[src/logic/iog_params.svh]
// Address windows, register bits and timing counts for the I/O card glue.
// Assumes a 10 MHz core clock; every count below is derived from it.
`ifndef IOG_PARAMS_SVH
`define IOG_PARAMS_SVH
// Address windows, inclusive bounds
`define IOG_RTC_A_LO   10'h340
`define IOG_RTC_A_HI   10'h35F
`define IOG_RTC_B_LO   10'h2C0
`define IOG_RTC_B_HI   10'h2DF
`define IOG_SER_A_LO   10'h3F8
`define IOG_SER_A_HI   10'h3FF
`define IOG_SER_B_LO   10'h2F8
`define IOG_SER_B_HI   10'h2FF
`define IOG_PRN_H_LO   10'h378
`define IOG_PRN_H_HI   10'h37A
`define IOG_PRN_L_LO   10'h3BC
`define IOG_PRN_L_HI   10'h3BF
`define IOG_FDC_LO     10'h3F4
`define IOG_FDC_HI     10'h3F5
`define IOG_DOR_ADDR   10'h3F2
// Digital output register layout and reset value
`define IOG_DOR_RST    8'h00
`define IOG_DOR_NRES   2
`define IOG_DOR_DMA    3
`define IOG_DOR_MOT_A  4
`define IOG_DOR_MOT_B  5
// Timing: core clock and derived counts
`define IOG_CLK_NS     100
`define IOG_CLK_PS     100000
`define IOG_WRCLK_NS   2000
`define IOG_WRCLK_CYC  (`IOG_WRCLK_NS / `IOG_CLK_NS)
`define IOG_WIN_NS     4000
`define IOG_WIN_CYC    (`IOG_WIN_NS / `IOG_CLK_NS)
`define IOG_PRECOMP_NS 250
`define IOG_PRECOMP_CYC (`IOG_PRECOMP_NS / `IOG_CLK_NS)
`define IOG_SEP_PS     62500
`define IOG_SEP_CYC    ((`IOG_SEP_PS + `IOG_CLK_PS - 1) / `IOG_CLK_PS)
`endif

[src/logic/iog_pkg.sv]
// Types shared by the I/O card glue.
// Assumes nothing beyond the parameter header.
package iog_pkg;
    // Host I/O bus pins
    typedef struct packed {
        logic [9:0] addr;
        logic [7:0] data;
        logic       aen_n;
        logic       ior_n;
        logic       iow_n;
        logic       dack2_n;
        logic       tc;
    } iog_host_type;
    // Loose pins from board, controller and drive
    typedef struct packed {
        logic prn_en;
        logic prn_base;
        logic prn_irq;
        logic ser_ref;
        logic fosc;
        logic dreq;
        logic psel0;
        logic psel1;
        logic fwe;
        logic fwd;
        logic raw_n;
    } iog_pins_type;
    // Active-low chip selects
    typedef struct packed {
        logic clock_chip_sel_a;
        logic clock_chip_sel_b;
        logic serial_sel_a;
        logic serial_sel_b;
        logic printer_sel;
    } iog_sel_type;
    // Registered decode and floppy control outputs
    typedef struct packed {
        iog_sel_type sel;
        logic [3:0]  clock_reg_idx;
        logic        io_cycle_n;
        logic        fctl_write_n;
        logic        fctl_read_n;
        logic        fctl_term_count;
        logic        fctl_dma_ack;
        logic        fctl_reset;
        logic        partial_drive_sel_a;
        logic        partial_drive_sel_b;
        logic        motor_on_a;
        logic        motor_on_b;
        logic        dma_req;
        logic        dma_req_oe_n;
        logic        dma_req_gate_n;
        logic        floppy_irq_gate_n;
        logic        printer_irq;
        logic        printer_irq_oe_n;
        logic        printer_irq_gate_n;
    } iog_out_type;
endpackage

[src/logic/iog_top.sv]
// Address decode, clock division and floppy support glue of the I/O card.
// Assumes bus and loose pin inputs are asynchronous; each passes two flip-flops.
`include "iog_params.svh"

module iog_top (
    input  wire logic                  core_clk_in,
    input  wire logic                  sys_rst_in,
    input  wire iog_pkg::iog_host_type host_in,
    input  wire logic                  printer_port_enable_in,
    input  wire logic                  printer_base_select_in,
    input  wire logic                  printer_irq_req_in,
    input  wire logic                  serial_ref_in,
    input  wire logic                  floppy_osc_in,
    input  wire logic                  fctl_dma_req_in,
    input  wire logic                  precomp_sel0_in,
    input  wire logic                  precomp_sel1_in,
    input  wire logic                  fctl_write_en_in,
    input  wire logic                  fctl_write_data_in,
    input  wire logic                  raw_read_data_n_in,
    output iog_pkg::iog_out_type       ctl_out,
    output logic                       serial_clk_out,
    output logic                       floppy_ctl_clk_out,
    output logic                       fctl_write_clock_out,
    output logic                       drive_write_en_out,
    output logic                       drive_write_data_out,
    output logic                       sep_data_out_n_out,
    output logic                       data_window_out
);
    import iog_pkg::*;

    localparam int DL = 2 * `IOG_PRECOMP_CYC + 1; // Delay line length
    localparam int WIN_HALF = `IOG_WIN_CYC / 2;   // Window half period

    // Inclusive range test
    function automatic logic in_rng(input logic [9:0] a, input logic [9:0] lo,
                                    input logic [9:0] hi);
        return (a >= lo) && (a <= hi);
    endfunction

    iog_host_type h1, h2;       // Host bus synchroniser
    iog_pins_type p_raw;        // Loose pins gathered
    iog_pins_type p1, p2, p3;   // Pin synchroniser, p3 for edges
    iog_out_type  o, next_o;    // Registered control outputs
    logic [7:0]   dor, next_dor; // Digital output register
    logic         cpu, dma;     // Qualified cycle kinds
    logic         fdc_hit, prn_hit;

    assign p_raw = '{prn_en: printer_port_enable_in, prn_base: printer_base_select_in,
                     prn_irq: printer_irq_req_in, ser_ref: serial_ref_in,
                     fosc: floppy_osc_in, dreq: fctl_dma_req_in,
                     psel0: precomp_sel0_in, psel1: precomp_sel1_in,
                     fwe: fctl_write_en_in, fwd: fctl_write_data_in,
                     raw_n: raw_read_data_n_in};
    assign ctl_out = o;

    // Two-flop synchronisers; idle bus resets to all ones
    always_ff @(posedge core_clk_in)
    begin
        if (sys_rst_in)
        begin
            h1 <= '1;
            h2 <= '1;
            p1 <= '0;
            p2 <= '0;
            p3 <= '0;
        end
        else
        begin
            h1 <= host_in;
            h2 <= h1;
            p1 <= p_raw;
            p2 <= p1;
            p3 <= p2;
        end
    end

    // Decode and floppy control, next values
    always_comb
    begin
        cpu = !h2.aen_n;
        dma = !h2.dack2_n;
        fdc_hit = in_rng(h2.addr, `IOG_FDC_LO, `IOG_FDC_HI);
        // Base select moves the printer window
        prn_hit = p2.prn_base ? in_rng(h2.addr, `IOG_PRN_H_LO, `IOG_PRN_H_HI)
                              : in_rng(h2.addr, `IOG_PRN_L_LO, `IOG_PRN_L_HI);
        next_o = o;
        // Selects depend on address, address enable and printer pins, not strobes
        next_o.sel.clock_chip_sel_a =
            !(cpu && in_rng(h2.addr, `IOG_RTC_A_LO, `IOG_RTC_A_HI));
        next_o.sel.clock_chip_sel_b =
            !(cpu && in_rng(h2.addr, `IOG_RTC_B_LO, `IOG_RTC_B_HI));
        next_o.sel.serial_sel_a =
            !(cpu && in_rng(h2.addr, `IOG_SER_A_LO, `IOG_SER_A_HI));
        next_o.sel.serial_sel_b =
            !(cpu && in_rng(h2.addr, `IOG_SER_B_LO, `IOG_SER_B_HI));
        next_o.sel.printer_sel = !(cpu && p2.prn_en && prn_hit);
        // Only four low bits reach the clock chip
        next_o.clock_reg_idx = h2.addr[3:0];
        next_o.io_cycle_n = h2.ior_n & h2.iow_n;
        // DMA write to controller is an I/O write under acknowledge
        next_o.fctl_write_n = !((cpu && fdc_hit && !h2.iow_n) ||
                                (dma && !h2.iow_n));
        next_o.fctl_read_n = !((cpu && fdc_hit && !h2.ior_n) ||
                               (dma && !h2.ior_n));
        next_o.fctl_term_count = dma && h2.tc;
        next_o.fctl_dma_ack = dma;
        next_o.fctl_reset = !dor[`IOG_DOR_NRES];
        // Board completes the select with the motor bit
        next_o.partial_drive_sel_a = (dor[1:0] == 2'h0);
        next_o.partial_drive_sel_b = (dor[1:0] == 2'h1);
        next_o.motor_on_a = dor[`IOG_DOR_MOT_A];
        next_o.motor_on_b = dor[`IOG_DOR_MOT_B];
        // Request drives only while enabled and pending
        next_o.dma_req = p2.dreq && dor[`IOG_DOR_DMA];
        next_o.dma_req_oe_n = !(p2.dreq && dor[`IOG_DOR_DMA]);
        next_o.dma_req_gate_n = !dor[`IOG_DOR_DMA];
        next_o.floppy_irq_gate_n = !dor[`IOG_DOR_DMA];
        // Printer interrupt drives high only when active
        next_o.printer_irq = p2.prn_en && p2.prn_irq;
        next_o.printer_irq_oe_n = !(p2.prn_en && p2.prn_irq);
        next_o.printer_irq_gate_n = !(p2.prn_en && p2.prn_irq);
        // Held strobe rewrites the same byte, so no edge is needed
        next_dor = dor;
        if (cpu && !h2.iow_n && (h2.addr == `IOG_DOR_ADDR))
        begin
            next_dor = h2.data;
        end
    end

    // Decode and floppy control registers
    always_ff @(posedge core_clk_in)
    begin
        if (sys_rst_in)
        begin
            o <= '{sel: '1, io_cycle_n: 1'b1, fctl_write_n: 1'b1, fctl_read_n: 1'b1,
                   fctl_reset: 1'b1, dma_req_oe_n: 1'b1, dma_req_gate_n: 1'b1,
                   floppy_irq_gate_n: 1'b1, printer_irq_oe_n: 1'b1,
                   printer_irq_gate_n: 1'b1, default: '0};
            dor <= `IOG_DOR_RST;
        end
        else
        begin
            o <= next_o;
            dor <= next_dor;
        end
    end

    logic       ser_clk, next_ser_clk; // Serial clock
    logic       fclk, next_fclk;       // Controller clock
    logic [4:0] wr_cnt, next_wr_cnt;   // Write clock phase
    logic       wr_clk, next_wr_clk;   // Write clock pulse

    // Clock dividers; inputs are sampled, so jitter is one core cycle
    always_comb
    begin
        next_ser_clk = ser_clk;
        if (p2.ser_ref && !p3.ser_ref)
        begin
            next_ser_clk = !ser_clk;
        end
        // Sampling 16 MHz at the 10 MHz core clock folds it onto 4 MHz,
        // so the sampled oscillator itself is the controller clock
        // Limitation: duty is 2/5 or 3/5, edges jitter by one core cycle
        next_fclk = p2.fosc;
        // One-cycle pulse every period
        next_wr_cnt = (wr_cnt == 5'(`IOG_WRCLK_CYC - 1)) ? 5'h00 : wr_cnt + 5'h01;
        next_wr_clk = (wr_cnt == 5'h00);
    end

    // Clock divider registers
    always_ff @(posedge core_clk_in)
    begin
        if (sys_rst_in)
        begin
            ser_clk <= 1'b0;
            fclk <= 1'b0;
            wr_cnt <= 5'h00;
            wr_clk <= 1'b0;
        end
        else
        begin
            ser_clk <= next_ser_clk;
            fclk <= next_fclk;
            wr_cnt <= next_wr_cnt;
            wr_clk <= next_wr_clk;
        end
    end

    logic [1:0]    sep_cnt, next_sep_cnt; // Pulse length left
    logic          sep_n, next_sep_n;     // Separated data
    logic [5:0]    win_cnt, next_win_cnt; // Window phase
    logic          win, next_win;         // Data window
    logic          raw_fall;              // Raw data flux edge
    logic [DL-1:0] dl, next_dl;           // Write data delay line
    logic          dwd, next_dwd;
    logic          drive_write_en, next_dwe;

    // Separator and precompensation, next values
    always_comb
    begin
        raw_fall = !p2.raw_n && p3.raw_n;
        next_sep_cnt = (sep_cnt != 2'h0) ? sep_cnt - 2'h1 : 2'h0;
        next_win_cnt = (win_cnt == 6'(`IOG_WIN_CYC - 1)) ? 6'h00 : win_cnt + 6'h01;
        if (raw_fall)
        begin
            next_sep_cnt = 2'(`IOG_SEP_CYC);
            // Recentre so the flux edge falls mid half-window
            next_win_cnt = 6'(WIN_HALF / 2);
        end
        next_sep_n = (next_sep_cnt == 2'h0);
        next_win = (next_win_cnt < 6'(WIN_HALF));
        next_dl = {dl[DL-2:0], p2.fwd};
        // Nominal tap is the centre, so shift never exceeds the bound
        case ({p2.psel1, p2.psel0})
            2'b01: next_dwd = dl[0];
            2'b10: next_dwd = dl[DL-1];
            default: next_dwd = dl[`IOG_PRECOMP_CYC];
        endcase
        next_dwe = p2.fwe;
    end

    // Separator and precompensation registers
    always_ff @(posedge core_clk_in)
    begin
        if (sys_rst_in)
        begin
            sep_cnt <= 2'h0;
            sep_n <= 1'b1;
            win_cnt <= 6'h00;
            win <= 1'b0;
            dl <= '0;
            dwd <= 1'b0;
            drive_write_en <= 1'b0;
        end
        else
        begin
            sep_cnt <= next_sep_cnt;
            sep_n <= next_sep_n;
            win_cnt <= next_win_cnt;
            win <= next_win;
            dl <= next_dl;
            dwd <= next_dwd;
            drive_write_en <= next_dwe;
        end
    end

    assign serial_clk_out = ser_clk;
    assign floppy_ctl_clk_out = fclk;
    assign fctl_write_clock_out = wr_clk;
    assign sep_data_out_n_out = sep_n;
    assign data_window_out = win;
    assign drive_write_data_out = dwd;
    assign drive_write_en_out = drive_write_en;

    // Output checks; host pins reach the clock chip selects and I/O-cycle indicator three cycles later
    a_rtc_a_sel: assert property (@(posedge core_clk_in) disable iff (sys_rst_in)
        o.sel.clock_chip_sel_a == !(!$past(host_in.aen_n, 3) &&
        in_rng($past(host_in.addr, 3), `IOG_RTC_A_LO, `IOG_RTC_A_HI)))
        else $error("clock chip A select wrong");
    a_rtc_b_sel: assert property (@(posedge core_clk_in) disable iff (sys_rst_in)
        o.sel.clock_chip_sel_b == !(!$past(host_in.aen_n, 3) &&
        in_rng($past(host_in.addr, 3), `IOG_RTC_B_LO, `IOG_RTC_B_HI)))
        else $error("clock chip B select wrong");
    a_ser_a_sel: assert property (@(posedge core_clk_in) disable iff (sys_rst_in)
        !o.sel.serial_sel_a |-> $past(h2.addr[9:3]) == 7'h7F && !$past(h2.aen_n))
        else $error("serial A select wrong");
    a_ser_b_sel: assert property (@(posedge core_clk_in) disable iff (sys_rst_in)
        !o.sel.serial_sel_b |-> $past(h2.addr[9:3]) == 7'h5F && !$past(h2.aen_n))
        else $error("serial B select wrong");
    a_io_cycle: assert property (@(posedge core_clk_in) disable iff (sys_rst_in)
        o.io_cycle_n == ($past(host_in.ior_n, 3) & $past(host_in.iow_n, 3)))
        else $error("I/O cycle indicator wrong");
    a_dor_reset: assert property (@(posedge core_clk_in) disable iff (sys_rst_in)
        (!h2.aen_n && !h2.iow_n && h2.addr == `IOG_DOR_ADDR && !h2.data[2])
        |-> ##2 o.fctl_reset) else $error("controller reset not raised");
    a_wrclk_gap: assert property (@(posedge core_clk_in) disable iff (sys_rst_in)
        wr_clk |=> !wr_clk [*8]) else $error("write clock pulse too wide");
    a_wrclk_per: assert property (@(posedge core_clk_in) disable iff (sys_rst_in)
        wr_clk |-> ##20 wr_clk) else $error("write clock period wrong");
    a_sep_pulse: assert property (@(posedge core_clk_in) disable iff (sys_rst_in)
        $fell(sep_n) |=> sep_n) else $error("separated pulse length wrong");
    a_precomp_early: assert property (@(posedge core_clk_in) disable iff (sys_rst_in)
        ($past(p2.psel0) && !$past(p2.psel1)) |-> dwd == $past(p2.fwd, 2))
        else $error("early precompensation wrong");
    a_tc_gate: assert property (@(posedge core_clk_in) disable iff (sys_rst_in)
        o.fctl_term_count |-> $past(!h2.dack2_n && h2.tc))
        else $error("terminal count outside DMA");
    c_rtc_sel: cover property (@(posedge core_clk_in) $fell(o.sel.clock_chip_sel_a));
    c_dor_reset: cover property (@(posedge core_clk_in) $rose(o.fctl_reset));
    c_sep: cover property (@(posedge core_clk_in) $fell(sep_n));
    c_prn_irq: cover property (@(posedge core_clk_in) $rose(o.printer_irq));
endmodule // iog_top

[config.mk]
export PLATFORM = sky130hd
export DESIGN_NAME = iog_top
export DESIGN_NICKNAME = d
export VERILOG_FILES = /design/src/logic/iog_pkg.sv /design/src/logic/iog_top.sv
export VERILOG_INCLUDE_DIRS = /design/src /design/src/logic
export SDC_FILE = /design/constraint.sdc
export NUM_CORES = 1
export LEC_CHECK = 0
export BUFFER_PORTS_ARGS = -buffer_cell sky130_fd_sc_hd__buf_4
export CAP_MARGIN = 0
export CORE_MARGIN = 5
export CORE_UTILIZATION = 25
export DETAILED_ROUTE_END_ITERATION = 8
export PLACE_DENSITY = 0.52
export SLEW_MARGIN = 20
export SYNTH_ARGS = -nofsm -noshare
export SYNTH_HDL_FRONTEND = slang
export SYNTH_SLANG_ARGS = --single-unit
export TNS_END_PERCENT = 100
[constraint.sdc]
create_clock -name core_clk_in -period 1.8 [get_ports core_clk_in]
set_input_delay 0.36 -clock core_clk_in [delete_from_list [all_inputs] [get_ports core_clk_in]]
set_output_delay 0.36 -clock core_clk_in [all_outputs]
set_load 0.05 [all_outputs]
==> impl_results.md, run 1 <==
* Run status: complete, no violations
* Routed wire per std cell at 10.8 µm
* R2R setup slack at 270 ps
* N_diodes at 0
* Fin crit share at 84.8%
* CP required at 2110 ps
* Switching power total at 1360 µW
* Highest-delay cell along the critical path: a2111o_1
* Grt met1 use at 8.44%
* Area contributors post-synth: dfxtp_1, or2_2, nor2b_1, nor2_1, mux2i_1
* Peak supply drop at 0.000548 V
* Placed Instances at 568
* Die width at 132 µm
* Number of buffers added on ports at 66
* Pint at 4810 µW
* Clock Power Share at 49.3%
* Setup Buffers After CTS at 0
* Cell with the most instances after synthesis: dfxtp_1
* Fin crit period at 1530 ps
* CTS HTree Levels at 4
* Worst-path cell chain: ha_1 -> a311oi_1 -> a2111o_1 -> a221oi_2
* Post-synth EDFFs at 0
* Routed via count at 2300
* RSZ-0062 raised after global routing: no
* GPL Wtd Cong at 0.663
* Post_cts resized at 0
* Max-slew violation count at 0
* Initial antenna violation count at 0
* Relative slew slack at 75.1%
* FMAX at 0.655 GHz
* Initial Util at 25.5%
* Vias in the first global route at 2362
* Hold Crit Class: in2reg
* DRT iter0 DRCs at 70
* Syn Std Cell Area at 3700 µm²
* Reg2reg path depth at 4
* Clk sinks at 121
* DRT antenna net count at 0
* Core Footprint at 14500 µm²
* Share of cells above drive strength 1 at 35.8%
* Post-Synthesis Cells at 327
* Commonest cells in the netlist: dfxtp_1, or2_2, nor2b_1
* TritonCTS buffer count at 17
* Switching share of power at 22.0%
* Final Cell Area at 4950 µm²
* Post-layout nets at 444
* Critical Path Fanout Max at 4
* CTS Hold Bufs at 0
* Cell taking the most area after synthesis: dfxtp_1
* Post-route DRC violation count at 0
* Setup TNS at 0 ps
* Syn_nets at 368
* Final Setup Violations at 0
* Hold Violations, Final at 0
* Static Leak at 0.00210 µW
* HPWL after detailed placement at 4530 µm
* First-pass GRT wire length at 10900 µm
* Synth warn at 0
* CP endpoint kind: flip-flop
* Final Skew at 5.04 ps
* Clk buf depth at 2
* CP Class: reg2reg
* Final cell count without fillers at 600
* Busiest grt layer: met2
* Area Overhead vs Synth at 33.9%
* Top Ports at 69
* Pwr dens at 1240 nW/µm²
* Setup crit start: win_cnt[0]$_SDFF_PP0_
* Die H at 132 µm
* Via density at 3.83
* WP data arrival at 1840 ps
* Root buf cell: clkbuf_16
* Wirelength, routed at 6470 µm
* Die ar. at 17300 µm²
* Share of the synthesized area in the top cell type at 65.5%
* Clock latency at the later pin of the worst-skew pair at 410 ps
* DP Area at 4420 µm²
* TritonCTS clock tree: built
* Worst-Margin Slew at 365 ps
* Reg2reg end: data_window_out$_SDFF_PP0_
* Gr ovfl total at 0
* Asr flop ratio synth at 0%
* # rows at 44
* CP peak stage delay at 430 ps
* Largest net degree at the start of global routing at 30
* Grt met2 use at 12.9%
* RR Startpoint: win_cnt[0]$_SDFF_PP0_
* Total GRT Usage at 8.11%
* Reg clk slew, reported paths at 60 ps
* Syn Area/Cell at 11.3 µm²
* Sequential share of the synthesized area at 65.5%
* DRT Pass-1 Iters at 2
* Predominant post-synthesis flop cell: dfxtp_1
* Synthesized flop and latch total at 121
* CP Launch Type: flip-flop
* Crit path to: data_window_out$_SDFF_PP0_
* Comb power frac at 5.0%
* Yosys cell types at 41
* Met3 usage at 4.09%
* Max cap viols at 0
* Part of the power in registers at 45.7%
[stage by stage]
stage / util [%] / setup slack (ps) / total power [µW] / hold slack, ps
after floorplan: - / 407 / 3060 / 363
after global placement: 30.4 / 315 / 3180 / 389
after detailed placement: 30.4 / 279 / 3190 / 386
after CTS: 34.1 / 261 / 6280 / 109
after global routing: 34.1 / 161 / 6450 / 109
final: 34.1 / 273 / 6170 / 135
[power groups by stage]
stage	sequential (µW)	combinational [µW]	clock [µW]
CTS	2820	315	3140
finish	2820	306	3040
global route	2830	341	3280
floorplan	2930	136	0
detailed placement	2880	312	0
global placement	2880	308	0
[cells by family after synthesis]
| logic type | after synthesis | synth area share [%] |
|---|---|---|
| AND/OR/NAND/NOR | 147 | 23.4 |
| flip-flops | 121 | 65.5 |
| buffers and inverters | 25 | 2.84 |
| AO/OA/AOI/OAI | 17 | 3.52 |
| multiplexers | 7 | 1.89 |
| XOR/XNOR | 5 | 1.18 |
| adder cells (fa/ha/maj) | 5 | 1.69 |
[per-layer routing]
metal | routed length, µm | vias up
met3 | 397 | 13
met2 | 3160 | 51
met4 | 163 | 0
met5 | 0 | -
met1 | 2750 | 1038
li1 | - | 1198
[cells in the final DEF (no fill, tap or decap), drive strengths merged, types with 6 or more instances in the layout]
master  count
buf        72
clkbuf     19
clkinv      7
dfxtp     121
inv        10
mux2i       7
nand2       8
nand2b      6
nor2       23
nor2b      41
or2        43
[final cells by class]
type | count | area [µm²]
clock buffers | 19 | 433
clock inverters | 13 | 106
fillers | 1519 | 9580
inverters | 10 | 37.5
multi-input cells | 181 | 1170
flip-flops and latches | 121 | 2420
well taps | 184 | 230
repair buffers | 72 | 553
[registers in the layout (all words and copies together), names as in the netlist, 2 cells and up]
| signal | flops |
|---|---|
| h1 | 21 |
| ctl_out | 24 |
| dor | 6 |
| dl | 5 |
| win_cnt | 6 |
| p1 | 11 |
| h2 | 21 |
| sep_cnt | 2 |
| wr_cnt | 5 |
| p3 | 2 |
| p2 | 8 |
[worst max-delay path, delay by kind of cell (launching register included)]
kind | cells | cell delay (ps)
AO/OA/AOI/OAI | 3 | 840
flip-flops | 1 | 360
adder cells (fa/ha/maj) | 1 | 230
[worst min path at each step]
stage / cells after the start / startpoint / endpoint / slack [ps]
2_1_floorplan: 1 / p2[8]$_SDFF_PP0_ / ctl_out[0]$_SDFF_PP1_ / 360
4_1_cts: 2 / host_in[7] / h1[7]$_SDFF_PP1_ / 110
6_report: 2 / host_in[17] / h1[17]$_SDFF_PP1_ / 130
5_1_grt: 2 / host_in[14] / h1[14]$_SDFF_PP1_ / 110
3_5_place_dp: 1 / dor[2]$_SDFFE_PP0P_ / ctl_out[11]$_SDFF_PP1_ / 390
3_3_place_gp: 1 / dor[2]$_SDFFE_PP0P_ / ctl_out[11]$_SDFF_PP1_ / 390
(Power assumes the default switching activity.)
==> run 2, diff against run 1 <==
- PLACE_DENSITY: 0.52 -> 0.54
- clock period: 1.8 -> 1.4 ns (I/O delays scaled with it)
==> impl_results.md, run 2 (same netlist as run 1, synthesis figures left out) <==
* Pwr dens at 1630 nW/µm²
* CP Class: reg2reg
* DRT iter0 DRCs at 46
* Static Leak at 0.00215 µW
* Clk buf depth at 2
* WHS at 51.6 ps
* Die ar. at 17300 µm²
* Relative slew slack at 65.3%
* Switching share of power at 20.9%
* CP required at 1720 ps
* Wirelength, routed at 6590 µm
* WP data arrival at 1680 ps
* TritonCTS clock tree: built
* Area Overhead vs Synth at 37.1%
* Share of cells above drive strength 1 at 37.7%
* Clock latency at the later pin of the worst-skew pair at 410 ps
* Max reg flops at 24
* Die width at 132 µm
* Max cap viols at 0
* Root buf cell: clkbuf_16
* Largest net degree at the start of global routing at 40
* Critical Path Fanout Max at 4
* Register area at 2420 µm²
* RSZ-0062 raised after global routing: yes
* Core Footprint at 14500 µm²
* TritonCTS buffer count at 17
* Final Setup Violations at 0
* Pint at 6550 µW
* Most frequent cells in the layout: dfxtp_1, buf_4, or2_2
* Most common cell after layout, fill and taps aside: dfxtp_1
* Fin crit period at 1360 ps
* # rows at 44
* CTS HTree Levels at 4
* Top Ports at 69
* Hold Violations, Final at 0
* Gr ovfl total at 0
* Worst-Margin Slew at 519 ps
* CP endpoint kind: flip-flop
* Clock Power Share at 51.2%
* Total GRT Usage at 8.34%
* Run status: complete, no violations
* Vias in the first global route at 2469
* HPWL after detailed placement at 4670 µm
* Fillers at 1465
* Setup TNS at 0 ps
* Final Skew at 8.76 ps
* Initial Util at 25.5%
* Post-layout nets at 449
* GPL Wtd Cong at 0.688
* Switching power total at 1730 µW
* Area of the multi-input gates at 1200 µm²
* Fin crit share at 97.0%
* CTS Hold Bufs at 0
* First-pass GRT wire length at 11400 µm
* Number of buffers added on ports at 66
* Clk sinks at 121
* N_diodes at 0
* Routed via count at 2370
* FMAX at 0.736 GHz
* Initial antenna violation count at 0
* Fin util at 34.9%
* Via density at 3.93
* Hold Crit Class: in2reg
* Post-route DRC violation count at 0
* CP Launch Type: flip-flop
* DRT Pass-1 Iters at 4
* Comb power frac at 5.0%
* Die H at 132 µm
* Reg clk slew, reported paths at 60 ps
* Routed wire per std cell at 10.9 µm
* Peak supply drop at 0.000819 V
* Max-slew violation count at 0
* Part of the power in registers at 43.8%
* DRT antenna net count at 0
run 2: worst max-delay path, stage by stage (launching register included):
cell	delay, ps
dfxtp_2	330
buf_4	140
nand3_4	90
a311oi_2	60
a2111o_1	410
a221oi_2	250
run 2: per-stage QoR:
stage	setup WS, ps	instances	total power [µW]	area [µm²]
after floorplan	6.75	327	3940	3700
after global routing	-65.8	603	8640	5070
after CTS	11.2	603	8430	5050
after detailed placement	-65.6	573	4120	4450
final	41.4	603	8290	5070
after global placement	-2.66	573	4100	4450
run 2: path summary, 6_finish.rpt:
path              slack [ps]  cells after the start                  start                    endpoint
setup / recovery          40                      5  win_cnt[1]$_SDFF_PP0_  data_window_out$_SDFF_PP0_
hold / removal            50                      2             host_in[1]            h1[1]$_SDFF_PP1_
setup reg to reg          40                      5  win_cnt[1]$_SDFF_PP0_  data_window_out$_SDFF_PP0_
hold reg to reg          400                      1    dor[2]$_SDFFE_PP0P_      ctl_out[11]$_SDFF_PP1_
run 2: final cells by class:
class,count,area share [%]
Timing Repair Buffer,77,11.6
Tap cell,184,4.54
Clock buffer,18,8.46
Clock inverter,12,3.03
Sequential cell,121,47.8
Multi-Input combinational cell,181,23.8
Inverter,10,0.740
run 2: repair_timing:
item | in CTS | in global routing
resized for setup | 4 | 3
buffers inserted | 0 | 0
pin swaps | 0 | 1
setup endpoints to repair | 1 | 7
run 2: power by group through the flow:
stage	Combinational, µW	Clock (µW)	Sequential (µW)
2_1_floorplan	175	0	3760
3_3_place_gp	406	0	3700
3_5_place_dp	415	0	3700
4_1_cts	421	4380	3630
5_1_grt	461	4540	3650
6_report	416	4240	3630
run 2: routing by layer:
layer  wire (µm)  share of wire (%)  GRT usage, %
met4         146                2.2          4.80
met1        2850                 43          9.21
met2        3130                 48          12.8
met3         461                7.0          4.40
met5           0                  0             0
==> run 3, diff against run 2 <==
- PLACE_DENSITY: 0.54 -> default
==> impl_results.md, run 3 (same netlist as run 1, synthesis figures left out) <==
* Vias in the first global route at 2464
* # rows at 44
* Area Overhead vs Synth at 35.2%
* Max-slew violation count at 0
* Clock latency at the later pin of the worst-skew pair at 410 ps
* Worst-Margin Slew at 517 ps
* Fin crit share at 98.2%
* Fillers at 1490
* Post-layout nets at 449
* HPWL after detailed placement at 4790 µm
* Share of cells above drive strength 1 at 36.8%
* Routed wire per std cell at 11.2 µm
* FMAX at 0.727 GHz
* TritonCTS clock tree: built
* WP data arrival at 1690 ps
* DRT antenna net count at 0
* Die ar. at 17300 µm²
* Hold Violations, Final at 0
* CP Class: reg2reg
* Static Leak at 0.00213 µW
* Hold Crit Class: in2reg
* Clk sinks at 121
* Setup Buffers After CTS at 0
* CP Buf/Inv Count at 0
* TritonCTS buffer count at 17
* Total power at 7810 µW
* Post-route DRC violation count at 0
* Largest net degree at the start of global routing at 38
* Reg clk slew, reported paths at 50 ps
* Final Cell Area at 5000 µm²
* Initial antenna violation count at 1
* Max reg flops at 24
* Top Ports at 69
* Most common cell after layout, fill and taps aside: dfxtp_1
* Fin crit period at 1380 ps
* First-pass GRT wire length at 11300 µm
* GPL Wtd Cong at 0.718
* Die width at 132 µm
* Number of buffers added on ports at 66
* Max cap viols at 0
* Critical path's top delay family: compound AO/OA/AOI/OAI gates
* CP required at 1720 ps
* WHS at 50.7 ps
* CP Launch Type: flip-flop
* CP peak stage delay at 400 ps
* Final Skew at 8.02 ps
* CTS HTree Levels at 4
* Pre-CTS WS at -59.3 ps
* Pwr dens at 1560 nW/µm²
* Wirelength, routed at 6750 µm
* RSZ-0062 raised after global routing: yes
* Via density at 3.91
* Most frequent cells in the layout: dfxtp_1, buf_4, or2_2
* Peak supply drop at 0.000785 V
* N_diodes at 0
* Run status: complete, no violations
* CP endpoint kind: flip-flop
* Core Footprint at 14500 µm²
* Final Setup Violations at 0
* DRT Pass-1 Iters at 4
* Worst-path cell chain: ha_4 -> xor2_2 -> a2111o_1 -> a221oi_2
* Root buf cell: clkbuf_16
* Critical Path Fanout Max at 4
* Clk buf depth at 2
* Gr ovfl total at 0
* Initial Util at 25.5%
* Routed via count at 2357
* CTS Hold Bufs at 0
* Relative slew slack at 64.6%
* Post-layout worst setup margin at 24.9 ps
* Total GRT Usage at 8.29%
* Die H at 132 µm
* DP Area at 4450 µm²
* Highest-delay cell along the critical path: a2111o_1
* DRT iter0 DRCs at 80
## run 3: power by group
| group | internal, µW | switching [µW] |
|---|---|---|
| clock network | 2410 | 1340 |
| logic | 211 | 206 |
| registers | 3580 | 56.2 |
## run 3: per-stage QoR
stage	std cells	TNS, ps	utilization (%)
after floorplan	327	0	-
after CTS	603	0	34.3
after detailed placement	573	-59.3	30.6
after global routing	603	-12.4	34.4
final	603	0	34.4
after global placement	573	-5.06	30.6
## run 3: what timing repair did
action / 4_1_cts / 5_1_grt
gates resized for setup: 4 / 3
pin swaps: 1 / 3
setup endpoints to repair: 1 / 7
## run 3: final cells by class
cell class	instances	area [µm²]	area share, %
Sequential cell	121	2430	48.5
Timing Repair Buffer	77	591	11.8
Multi-Input combinational cell	181	1200	24.0
Inverter	10	37.5	0.751
Clock inverter	3	15.0	0.300
Tap cell	184	230	4.60
Clock buffer	27	503	10.1
## run 3: per-layer routing
layer / global-route usage [%] / share of wire (%)
met5: 0 / 0.10
met4: 4.57 / 2.3
met3: 4.63 / 7.3
met2: 12.7 / 47
met1: 9.10 / 43
## run 3: worst paths after layout
| path | slack, ps | from | cells after the start | endpoint |
|---|---|---|---|---|
| worst max-delay path | 20 | win_cnt[0]$_SDFF_PP0_ | 4 | data_window_out$_SDFF_PP0_ |
| worst min-delay path | 50 | host_in[22] | 2 | h1[22]$_SDFF_PP1_ |
| worst max register to register | 20 | win_cnt[0]$_SDFF_PP0_ | 4 | data_window_out$_SDFF_PP0_ |
| worst min register to register | 400 | dor[2]$_SDFFE_PP0P_ | 1 | ctl_out[11]$_SDFF_PP1_ |
